$ cat config.mk
export PLATFORM = sky130hd
export DESIGN_NAME = adc_serial_control_byte_sequencer
export DESIGN_NICKNAME = d
export VERILOG_FILES = /design/src/adc_result_fifo.v /design/src/adc_serial_control_byte_sequencer.v
export VERILOG_INCLUDE_DIRS = /design/src /design/src/shared
export SDC_FILE = /design/constraint.sdc
export NUM_CORES = 1
export LEC_CHECK = 0
export ABC_AREA = 1
export BUFFER_PORTS_ARGS = -buffer_cell sky130_fd_sc_hd__clkbuf_2
export CORE_MARGIN = 3
export CORE_UTILIZATION = 65
export CTS_CLUSTER_SIZE = 28
export DETAILED_ROUTE_END_ITERATION = 8
export GPL_TIMING_DRIVEN = 0
export PLACE_DENSITY_LB_ADDON = 0.05
export SYNTH_ARGS = -nofsm -noshare
export SYNTH_HDL_FRONTEND = slang
export SYNTH_SLANG_ARGS = --single-unit
$ cat constraint.sdc
create_clock -name clk_sys -period 3.8 [get_ports clk_sys]
set_clock_uncertainty 0.2 [all_clocks]
set_input_delay 0.19 -clock clk_sys [delete_from_list [all_inputs] [get_ports clk_sys]]
set_output_delay 0.19 -clock clk_sys [all_outputs]
set_load 0.05 [all_outputs]
$ cat src/shared/adc_seq_consts.vh
// Constants for the serial control byte sequencer
`ifndef ADC_SEQ_CONSTS_VH
`define ADC_SEQ_CONSTS_VH
`define START_POS         7
`define CHSEL_HI_POS      6
`define CHSEL_MID_POS     5
`define CHSEL_LO_POS      4
`define POLARITY_POS      3
`define INCFG_POS         2
`define PWR_HI_POS        1
`define PWR_LO_POS        0
`define CTRL_RESET        8'h00
`define PWR_FULL_DOWN     2'h0
`define PWR_EXT_CLOCK     2'h3
`define TRACK_BIT_COUNT   4'h5
`define HOLD_BIT_COUNT    4'h8
`define RESULT_BITS       4'hc
`define FRAME_BITS        5'h10
`define MUX_COM           3'h4
`define MUX_NONE          3'h7
`endif

$ cat src/adc_result_fifo.v
// Result word buffer with valid and ready on both sides
module adc_result_fifo #(
  parameter WIDTH = 12,
  parameter DEPTH = 32,
  parameter AW    = 5
) (
  // Clock and reset
  input  wire             clk_sys,
  input  wire             rst_n,
  // Fill side
  input  wire             in_valid,
  output wire             in_ready,
  input  wire [WIDTH-1:0] in_data,
  // Drain side
  output wire             out_valid,
  input  wire             out_ready,
  output wire [WIDTH-1:0] out_data
);
  reg [WIDTH-1:0] mem_reg [0:DEPTH-1];
  reg [AW-1:0]    wr_ptr_reg;
  reg [AW-1:0]    rd_ptr_reg;
  reg [AW:0]      count_reg;
  wire            do_wr;
  wire            do_rd;
  assign in_ready  = (count_reg != DEPTH[AW:0]);
  assign out_valid = (count_reg != {(AW+1){1'b0}});
  assign out_data  = mem_reg[rd_ptr_reg];
  assign do_wr     = in_valid && in_ready;
  assign do_rd     = out_valid && out_ready;
  always @(posedge clk_sys) begin
    if (do_wr) begin
      mem_reg[wr_ptr_reg] <= in_data;
    end
  end
  always @(posedge clk_sys or negedge rst_n) begin
    if (!rst_n) begin
      wr_ptr_reg <= {AW{1'b0}};
      rd_ptr_reg <= {AW{1'b0}};
      count_reg  <= {(AW+1){1'b0}};
    end else begin
      if (do_wr) begin
        wr_ptr_reg <= (wr_ptr_reg == DEPTH[AW-1:0] - 1'b1) ? {AW{1'b0}} :
                      wr_ptr_reg + 1'b1;
      end
      if (do_rd) begin
        rd_ptr_reg <= (rd_ptr_reg == DEPTH[AW-1:0] - 1'b1) ? {AW{1'b0}} :
                      rd_ptr_reg + 1'b1;
      end
      if (do_wr && !do_rd) begin
        count_reg <= count_reg + 1'b1;
      end else if (do_rd && !do_wr) begin
        count_reg <= count_reg - 1'b1;
      end
    end
  end
endmodule

$ cat src/adc_serial_control_byte_sequencer.v
// Serial control path of a four-channel 12-bit converter
`include "adc_seq_consts.vh"
module adc_serial_control_byte_sequencer #(
  parameter RES_W = 12,
  parameter DEPTH = 32
) (
  // Clock and reset
  input  wire             clk_sys,
  input  wire             rst_b,
  // Serial pins
  input  wire             sclk,
  input  wire             cs_b,
  input  wire             din,
  output reg              dout_o,
  output reg              dout_oe_b,
  output reg              conversion_strobe_o,
  output reg              conversion_strobe_oe_b,
  // Converter core result words
  input  wire             sample_valid,
  output wire             sample_ready,
  input  wire [RES_W-1:0] sample_data,
  // Analog switch control
  output reg  [2:0]       positive_input,
  output reg  [2:0]       negative_input,
  output reg              track_hold,
  output reg              hold_capacitor_on_pos,
  output reg              unipolar,
  output reg              single_ended,
  output reg  [1:0]       power_clock_mode,
  output reg  [7:0]       conversion_control_word,
  output reg              converting
);
  localparam ST_IDLE = 2'h0;
  localparam ST_CTRL = 2'h1;
  localparam ST_CONV = 2'h2;
  localparam ST_DONE = 2'h3;

  reg             rst_s1_reg;
  reg             rst_n_reg;
  reg [2:0]       sclk_sync_reg;
  reg [1:0]       cs_sync_reg;
  reg [1:0]       din_sync_reg;
  reg [1:0]       state_reg;
  reg [3:0]       bit_cnt_reg;
  reg [4:0]       out_cnt_reg;
  reg [7:0]       shift_reg;
  reg [15:0]      tx_reg;
  reg             have_result_reg;
  wire            rise;
  wire            fall;
  wire            cs_low;
  wire            din_s;
  wire            fifo_valid;
  wire [RES_W-1:0] fifo_data;
  wire            take_result;
  wire [7:0]      ctrl_word;
  wire [2:0]      sel;
  reg  [2:0]      pos_next;
  reg  [2:0]      neg_next;

  always @(posedge clk_sys or negedge rst_b) begin
    if (!rst_b) begin
      rst_s1_reg <= 1'b0;
      rst_n_reg  <= 1'b0;
    end else begin
      rst_s1_reg <= 1'b1;
      rst_n_reg  <= rst_s1_reg;
    end
  end

  always @(posedge clk_sys or negedge rst_n_reg) begin
    if (!rst_n_reg) begin
      sclk_sync_reg <= 3'h0;
      cs_sync_reg   <= 2'h3;
      din_sync_reg  <= 2'h0;
    end else begin
      sclk_sync_reg <= {sclk_sync_reg[1:0], sclk};
      cs_sync_reg   <= {cs_sync_reg[0], cs_b};
      din_sync_reg  <= {din_sync_reg[0], din};
    end
  end
  assign rise   = sclk_sync_reg[1] && !sclk_sync_reg[2];
  assign fall   = !sclk_sync_reg[1] && sclk_sync_reg[2];
  assign cs_low = !cs_sync_reg[1];
  assign din_s  = din_sync_reg[1];

  adc_result_fifo #(
    .WIDTH (RES_W),
    .DEPTH (DEPTH),
    .AW    (5)
  ) u_fifo (
    .clk_sys   (clk_sys),
    .rst_n     (rst_n_reg),
    .in_valid  (sample_valid),
    .in_ready  (sample_ready),
    .in_data   (sample_data),
    .out_valid (fifo_valid),
    .out_ready (take_result),
    .out_data  (fifo_data)
  );

  // Control word assembled from the shifted bits plus the current bit
  assign ctrl_word = {shift_reg[6:0], din_s};
  assign sel       = {ctrl_word[`CHSEL_HI_POS], ctrl_word[`CHSEL_MID_POS],
                      ctrl_word[`CHSEL_LO_POS]};
  assign take_result = fifo_valid && state_reg == ST_CONV && fall &&
                       out_cnt_reg == 5'h0 && !have_result_reg;

  // Channel mux decode
  always @* begin
    pos_next = 3'h0;
    neg_next = `MUX_COM;
    if (ctrl_word[`INCFG_POS]) begin
      neg_next = `MUX_COM;
      case (sel)
        3'h1: pos_next = 3'h0;
        3'h5: pos_next = 3'h1;
        3'h2: pos_next = 3'h2;
        3'h6: pos_next = 3'h3;
        default: pos_next = 3'h0;
      endcase
    end else begin
      case (sel)
        3'h1: begin
          pos_next = 3'h0;
          neg_next = 3'h1;
        end
        3'h2: begin
          pos_next = 3'h2;
          neg_next = 3'h3;
        end
        3'h5: begin
          pos_next = 3'h1;
          neg_next = 3'h0;
        end
        3'h6: begin
          pos_next = 3'h3;
          neg_next = 3'h2;
        end
        default: begin
          pos_next = 3'h0;
          neg_next = 3'h1;
        end
      endcase
    end
  end

  always @(posedge clk_sys or negedge rst_n_reg) begin
    if (!rst_n_reg) begin
      state_reg               <= ST_IDLE;
      bit_cnt_reg             <= 4'h0;
      out_cnt_reg             <= 5'h0;
      shift_reg               <= `CTRL_RESET;
      tx_reg                  <= 16'h0000;
      have_result_reg         <= 1'b0;
      dout_o                  <= 1'b0;
      dout_oe_b               <= 1'b1;
      conversion_strobe_o     <= 1'b0;
      conversion_strobe_oe_b  <= 1'b1;
      positive_input          <= 3'h0;
      negative_input          <= `MUX_COM;
      track_hold              <= 1'b0;
      hold_capacitor_on_pos   <= 1'b1;
      unipolar                <= 1'b1;
      single_ended            <= 1'b1;
      power_clock_mode        <= `PWR_EXT_CLOCK;
      conversion_control_word <= `CTRL_RESET;
      converting              <= 1'b0;
    end else begin
      dout_oe_b              <= !cs_low;
      conversion_strobe_oe_b <= !cs_low;
      if (!cs_low) begin
        state_reg           <= ST_IDLE;
        bit_cnt_reg         <= 4'h0;
        conversion_strobe_o <= 1'b0;
        converting          <= 1'b0;
        track_hold          <= 1'b0;
        dout_o              <= 1'b0;
        // A cut frame still hands the capacitor back
        hold_capacitor_on_pos <= 1'b1;
      end else begin
        case (state_reg)
          ST_IDLE: begin
            if (rise && din_s) begin
              shift_reg   <= 8'h01;
              bit_cnt_reg <= 4'h1;
              state_reg   <= ST_CTRL;
            end
          end
          ST_CTRL: begin
            if (rise) begin
              shift_reg   <= ctrl_word;
              bit_cnt_reg <= bit_cnt_reg + 4'h1;
            end
            if (fall && bit_cnt_reg == `TRACK_BIT_COUNT) begin
              track_hold            <= 1'b1;
              hold_capacitor_on_pos <= 1'b1;
            end
            if (rise && bit_cnt_reg == `HOLD_BIT_COUNT - 4'h1) begin
              // Decode of the full control word
              conversion_control_word <= ctrl_word;
              unipolar          <= ctrl_word[`POLARITY_POS];
              single_ended      <= ctrl_word[`INCFG_POS];
              power_clock_mode  <= ctrl_word[`PWR_HI_POS:`PWR_LO_POS];
              positive_input    <= pos_next;
              negative_input    <= neg_next;
            end
            if (fall && bit_cnt_reg == `HOLD_BIT_COUNT) begin
              track_hold            <= 1'b0;
              hold_capacitor_on_pos <= 1'b0;
              bit_cnt_reg           <= 4'h0;
              out_cnt_reg           <= 5'h0;
              tx_reg                <= 16'h0000;
              have_result_reg       <= 1'b0;
              dout_o                <= 1'b0;
              if (power_clock_mode == `PWR_FULL_DOWN) begin
                state_reg <= ST_IDLE;
              end else begin
                state_reg           <= ST_CONV;
                converting          <= 1'b1;
                conversion_strobe_o <=
                  (power_clock_mode == `PWR_EXT_CLOCK);
              end
            end
          end
          ST_CONV: begin
            if (fall) begin
              conversion_strobe_o <= 1'b0;
              if (out_cnt_reg == 5'h0) begin
                // First fall after hold puts the MSB out
                if (take_result) begin
                  dout_o          <= fifo_data[RES_W-1];
                  tx_reg          <= {fifo_data[RES_W-2:0], 5'h00};
                  have_result_reg <= 1'b1;
                end
              end else begin
                dout_o <= tx_reg[15];
                tx_reg <= {tx_reg[14:0], 1'b0};
              end
              out_cnt_reg <= out_cnt_reg + 5'h1;
              if (out_cnt_reg == {1'b0, `RESULT_BITS - 4'h1}) begin
                // Last bit decision made, conversion over
                converting            <= 1'b0;
                hold_capacitor_on_pos <= 1'b1;
                state_reg             <= ST_DONE;
              end
            end
          end
          ST_DONE: begin
            if (fall) begin
              // Trailing zeros of the result bytes
              dout_o      <= 1'b0;
              out_cnt_reg <= out_cnt_reg + 5'h1;
              if (out_cnt_reg == `FRAME_BITS - 5'h1) begin
                state_reg <= ST_IDLE;
              end
            end
          end
          default: begin
            state_reg <= ST_IDLE;
          end
        endcase
      end
    end
  end
endmodule

# Yosys cells after proc, flatten, opt, wreduce, memory -nomap -nowiden
# Memories as Yosys holds them, arrays and structs flattened.
# Index checks and enable logic that the tools add are counted.
# Widths: inputs -> output; s select.
# op_classes
add_sub_neg	6
eq_ne	33
n_mux	63
bitwise	1
n_reduce_logical	45
# op_table
op	count
$mux 16	4
$pmux 16 s2	1
$mux 1	26
$mux 5	4
$ne 3x3->1 const B	6
$mux 2	8
$mux 4	4
$reduce_and 4->1	4
$add 5x1->5 const B	3
$reduce_and 5->1	3
$logic_and 1x1->1	14
$mux 7	2
$pmux 7 s2	1
$mux 6	2
$pmux 2 s3	2
$reduce_and 6->1	2
$eq 5x4->1 const B	2
$eq 5x5->1 const B	2
$pmux 5 s2	1
$reduce_bool 2->1	5
$reduce_bool 3->1	3
$eq 4x3->1 const B	2
$ne 2x2->1 const B	4
$ne 4x4->1 const B	2
26 further kinds	41
# word_totals
regBits	84
ram_bits	384
input_bits	18
output_inout_bits	26
word_cells	175
n_memories	1
# memory_table
name	words	width	read_ports	rd_clocked_by_memory_dff	wr	line	text
u_fifo.mem_reg	32	12	1	0	1	adc_result_fifo.v:19	reg [WIDTH-1:0] mem_reg [0:DEPTH-1];

# Longest topological paths before layout
# logic_depth
ltp_word	10
depth_mapped	18
mapped_depth_nobuf	17

# Cells and area by module
# A second synthesis with hierarchy kept.
# unflattened
cells_unflattened	1868
hier_area_um2	20010.4
# modules_own_cells
module	instances	cells_each	area_per_inst_um2	seq_area_each_um2
adc_result_fifo	1	1469	16833.6	11931.4
adc_serial_control_byte_sequencer	1	399	3176.8	1536.5

# Worst setup path before layout
# No wires, ideal clock.
# synth_timing
path_kind	reg-to-reg
startpoint	register u_fifo.count_reg[1]
endpoint	register u_fifo.count_reg[5]
setup_ns	0.065
arrival_time_ns	2.862
required_time_ns	3.535
path_slack_ns	0.673
stages_incl_launch_ff	19
path_buffers	1
period_less_slack_ns	3.127
path_cell_list	dfrtp_1 nor2_1 nand2_1 inv_1 nand3_1 nand2_1 inv_1 buf_2 ha_1 inv_1 ha_1 nand3_1 nand3_1 nand2_1 nand2_1 a21oi_1 xor2_1 nand2_1 nand2_1
# synth_via
elab_cells_between_ends	17
classes_between	add/sub (2); eq/ne (1); mux (2); reduce/logical (12)
# synth_rtl
element	line	text
start, declared	adc_result_fifo.v:22	reg [AW:0] count_reg;
start signal, assigned	adc_result_fifo.v:39	count_reg <= {(AW+1){1'b0}};
start signal, assigned	adc_result_fifo.v:50	count_reg <= count_reg + 1'b1;
start signal, assigned	adc_result_fifo.v:52	count_reg <= count_reg - 1'b1;
$ne 6x6->1 (*)	adc_result_fifo.v:25	assign in_ready = (count_reg != DEPTH[AW:0]);
net sample_ready	adc_serial_control_byte_sequencer.v:20	output wire sample_ready,
$logic_and 1x1->1 (*)	adc_result_fifo.v:28	assign do_wr = in_valid && in_ready;
net u_fifo.do_wr	adc_result_fifo.v:23	wire do_wr;
$logic_not 1->1	adc_result_fifo.v:51	end else if (do_rd && !do_wr) begin
$logic_and 1x1->1	adc_result_fifo.v:51	
$reduce_bool 2->1 (no source line)	-	
# Mark *: on every way through the listed nets, which the timed path passes. The rest lies on a longest branch. The select of a mux whose other input is x is not followed.
# A chain may end at the register's enable or synchronous reset.

# Worst setup path in the final report
# layout_timing
startpoint	register u_fifo.count_reg[0]
endpoint	memory u_fifo.mem_reg[10][10] (enable)
# layout_via
elab_chain_len	4
# layout_lines
element	line	text
$ne 6x6->1	adc_result_fifo.v:25	
$logic_and 1x1->1	adc_result_fifo.v:28	
net u_fifo.do_wr	adc_result_fifo.v:23	
$mux 1	adc_result_fifo.v:31	if (do_wr) begin
$mux 1 (not written as such)	adc_result_fifo.v:32	mem_reg[wr_ptr_reg] <= in_data;
end, declared	adc_result_fifo.v:19	
# The timed path passes the listed nets, and every way through them passes these cells.

==> impl_summary.log <==
INFO  metric run_status = finished clean
INFO  metric detail_route.drc_violations = 0
INFO  metric drtPass1Iterations = 6
INFO  metric synthAdderAreaFrac = under 10%
INFO  metric yosys.area.top_type_share = 59.3%
INFO  metric relSlewSlack = roughly 4.1%
INFO  metric synth-main-ff-cell = sky130_fd_sc_hd__edfxtp_1
INFO  metric largest_family_of_logic_cells_by_synthesized_area = simple AND/OR/NAND/NOR gates
INFO  metric vias_per_cell = approximately 6.2
INFO  metric syn_area = 0.0194 sq mm
INFO  metric cp.arrival = 3440 ps
INFO  metric insertion_delay = 550 ps
INFO  metric first_global_vias = roughly 13k
INFO  metric cp_data_required_time = approximately 3800 ps
INFO  metric synthesis.area_per_instance = 11.2 sq um
INFO  metric initial_utilization = between 60 and 70%
INFO  metric cpLargestDelayFamily = simple AND/OR/NAND/NOR gates
INFO  metric setup_repair_after_global_routing_missed_its_margin = no
INFO  metric timing.critical_path.from_type = register
INFO  metric hold-worst-slack = 75.3 ps
INFO  metric synth_largest_area_cell = sky130_fd_sc_hd__edfxtp_1
INFO  metric placement.io_buffers = 42
INFO  metric worst-path-buf-inv = 3
INFO  metric critPathKind = register to register
INFO  metric timing.final.crit_share = 91.7%
INFO  metric fp.dieArea = 0.0320 sq mm
INFO  metric synth-xor-area-share = less than 1%
INFO  metric post-route-cell-area = 0.0220 sq mm
INFO  metric drt-wirelength-per-cell = 23.1 microns
INFO  metric final_net_count = 1895
INFO  metric routabilityCongestion = approximately 0.97
INFO  metric rows = 62
INFO  metric detailroute.via_count = 14.1k
INFO  metric leakage = 0.00840 uW
INFO  metric vdd_drop_max = slightly below 0.0005 V
INFO  metric dp_hpwl = between 30000 and 40000 microns
INFO  metric die_height = 179 microns
INFO  metric layout_common_cells = sky130_fd_sc_hd__nand2_1, sky130_fd_sc_hd__edfxtp_1, sky130_fd_sc_hd__nand3_1, sky130_fd_sc_hd__nor2_1, sky130_fd_sc_hd__dfrtp_1
INFO  metric placeableCoreArea = 0.0291 sq mm
INFO  metric layout.filler_cells = 1871
INFO  metric route.final.wire_length = between 50000 and 60000 microns
INFO  metric initial_antenna_violation_count = 1
INFO  metric cp_slowest_cell = sky130_fd_sc_hd__nor2_1
INFO  metric postSynth.asyncResetShare = 16.7%
INFO  metric drive_gt1_share = between 10% and 20%
INFO  metric post_synth_and_or_nand_nor_area_fraction = 21.5%
INFO  metric ys_top_cells_by_area = sky130_fd_sc_hd__edfxtp_1, sky130_fd_sc_hd__nand2_1, sky130_fd_sc_hd__dfrtp_1
INFO  metric share_of_synthesized_area_occupied_by_flip_flops_and_latches = 69.3%
INFO  metric worst_path_largest_cell_delay = 1170 ps
INFO  metric endpoint_class_of_the_critical_path = register
INFO  metric clockRootBuffer = sky130_fd_sc_hd__clkbuf_16
INFO  metric grt_max_degree = 72
INFO  metric yosys_register_bits = 461
INFO  metric synth-edff-count = between 300 and 400
INFO  metric path_clk_slew = 60 ps
INFO  metric power.density = 539 mW/mm^2
INFO  metric setup-tns-final = 0 ps
INFO  metric cells_after_synth = between 1.5k and 2k
INFO  metric dpl_cell_area = 0.0204 sq mm
INFO  metric grt-ovfl-total = 0
INFO  metric die_width = around 180 microns
INFO  metric initial_drc_count = approximately 1.8k
INFO  metric number_of_flip_flops_in_the_largest_register = 384
INFO  metric finalHoldViolations = 0
INFO  metric crit_fanout = 12
INFO  metric syn_to_final_growth = 13.2%
INFO  metric post_layout_nonfiller_instances = around 2.3k
INFO  metric worst_hold_path_type = input port to register
INFO  metric io_pins = 44
INFO  metric timing.max_cap.violations = 0
INFO  metric first_pass_grt_wire_length = 78600 microns
INFO  metric synth-warning-count = 0
INFO  metric power_frac_clock = 38.4%
INFO  metric dpl.cell_count = about 2.2k
INFO  metric final_max_slew_viol_count = 0
INFO  metric ctsLongestPathBuffers = 3
INFO  metric cts_buffers = 46
INFO  metric ant_nets = 0
INFO  metric worst-r2r-setup-slack = 310 ps
INFO  metric logic_pwr_share = 10.5%
INFO  metric finalSetupViolCount = 0
INFO  metric post_synth_mux_area_share = 0%
INFO  metric synth_compound_area_share = around 3.1%
INFO  metric gr-usage-all-layers = 33.6%
INFO  metric path_common_cell = sky130_fd_sc_hd__nand2_1
INFO  metric n_antenna_cell = 0
INFO  metric min_period = 3490 ps
INFO  metric post-cts-setup-buffers = 0
INFO  metric synth.distinct_cells = 36
INFO  metric maxClockFrequency = 0.287 GHz
INFO  metric layout.cells.most_common = sky130_fd_sc_hd__nand2_1
INFO  metric internal_power_component = between 8000 and 9000 uW
INFO  metric worst_slew_pin_slew = approximately 1400 ps
INFO  metric h-tree-depth = 2
INFO  metric switching_share = between 20% and 30%
INFO  metric cts.sinks = 461
INFO  metric tritoncts_clock_tree = built
INFO  metric pwr-share-seq = 51.1%
INFO  metric synth_net_count = ~1.8k
INFO  metric total_switching_power = 2920 uW
INFO  metric crit_chain = nor2_1 > nand2_1 > inv_1 > nand3_1 > nand2_1 > inv_1 > buf_2 > nand2_1 > nor2_1
## area by class of cell
cell class	instances	area [sq um]	share of cell area (%)
Buffer	92	576	2.62
Inverter	61	229	1.04
Timing Repair Buffer	64	504	2.29
Tap cell	384	480	2.18
Sequential cell	461	13500	61.2
Clock inverter	20	249	1.13
Clock buffer	64	1250	5.68
Multi-Input combinational cell	1127	5240	23.8
## final timing paths
kind                                                      start                          endpoint  depth (start not counted)
worst max-delay path            u_fifo.count_reg[0]$_DFFE_PN0P_  u_fifo.mem_reg[10][10]$_DFFE_PP_                          9
worst min-delay path                             sample_data[0]    u_fifo.mem_reg[0][0]$_DFFE_PP_                          1
worst max register to register  u_fifo.count_reg[0]$_DFFE_PN0P_  u_fifo.mem_reg[10][10]$_DFFE_PP_                          9
worst min register to register              rst_n_reg$_DFF_PN0_  u_fifo.wr_ptr_reg[0]$_DFFE_PN0P_                          1
max in group asynchronous                   rst_n_reg$_DFF_PN0_  u_fifo.wr_ptr_reg[3]$_DFFE_PN0P_                          1
min in group asynchronous                   rst_n_reg$_DFF_PN0_  u_fifo.wr_ptr_reg[0]$_DFFE_PN0P_                          1
## worst reg2reg max path, cell delays in order (launching register included)
cell and delay [ps]:
sky130_fd_sc_hd__dfrtp_1 430, sky130_fd_sc_hd__nor2_1 70, sky130_fd_sc_hd__nand2_1 60, sky130_fd_sc_hd__inv_1 50, sky130_fd_sc_hd__nand3_1 140, sky130_fd_sc_hd__nand2_1 250
sky130_fd_sc_hd__inv_1 170, sky130_fd_sc_hd__buf_2 240, sky130_fd_sc_hd__nand2_1 310, sky130_fd_sc_hd__nor2_1 1170
## logic make-up after synthesis
logic type / count (synthesis)
and+or+nand+nor: 980
DFF: 461
buffers and inverters: 153
AOI/OAI and AO/OA: 115
adders and majority gates: 24
xor gates and xnor gates: 6
other: 2
## through the flow
step / total power [uW] / setup WS (ps) / utilization [%]
floorplan: 6910 / 673 / -
global placement: 7240 / 181 / 69.2
detailed placement: 7370 / 396 / 70.2
CTS: 11900 / 367 / 75.6
global route: 12200 / 16.7 / 75.6
finish: 11900 / 314 / 75.6
## cell usage after synthesis (3+ instances only)
library cell and instances:
sky130_fd_sc_hd__nand2_1 534, sky130_fd_sc_hd__edfxtp_1 384, sky130_fd_sc_hd__nand3_1 326, sky130_fd_sc_hd__nor2_1 92, sky130_fd_sc_hd__dfrtp_1 69, sky130_fd_sc_hd__inv_1 54
sky130_fd_sc_hd__o21ai_0 54, sky130_fd_sc_hd__a21oi_1 40, sky130_fd_sc_hd__buf_2 40, sky130_fd_sc_hd__ha_1 23, sky130_fd_sc_hd__buf_4 18, sky130_fd_sc_hd__buf_6 15
sky130_fd_sc_hd__clkbuf_1 14, sky130_fd_sc_hd__nor3_1 10, sky130_fd_sc_hd__dfstp_2 8, sky130_fd_sc_hd__o211ai_1 8, sky130_fd_sc_hd__inv_2 6, sky130_fd_sc_hd__buf_1 5
sky130_fd_sc_hd__o21ai_1 5, sky130_fd_sc_hd__xor2_1 5, sky130_fd_sc_hd__a31oi_1 4, sky130_fd_sc_hd__nand2_2 4, sky130_fd_sc_hd__o22ai_1 4, sky130_fd_sc_hd__nor2_2 3
## layer usage
metal	vias up	GRT usage (%)	part of all wire (%)
met5	-	0	0
li1	6262	-	-
met4	0	16.1	5.8
met2	882	53.8	47
met1	6726	44.1	36
met3	201	7.52	11
## timing repair
action | in CTS | in global routing
hold endpoints to repair | 9 | 0
hold buffers | 6 | 0
gates resized for setup | 0 | 0
## power by group through the flow
stage | clock network [uW] | registers (uW) | logic, uW
CTS | 4560 | 6060 | 1230
global placement | 0 | 6170 | 1070
finish | 4550 | 6070 | 1240
detailed placement | 0 | 6160 | 1210
global route | 4770 | 6100 | 1380
floorplan | 0 | 6170 | 741
(Power assumes the default switching activity.)
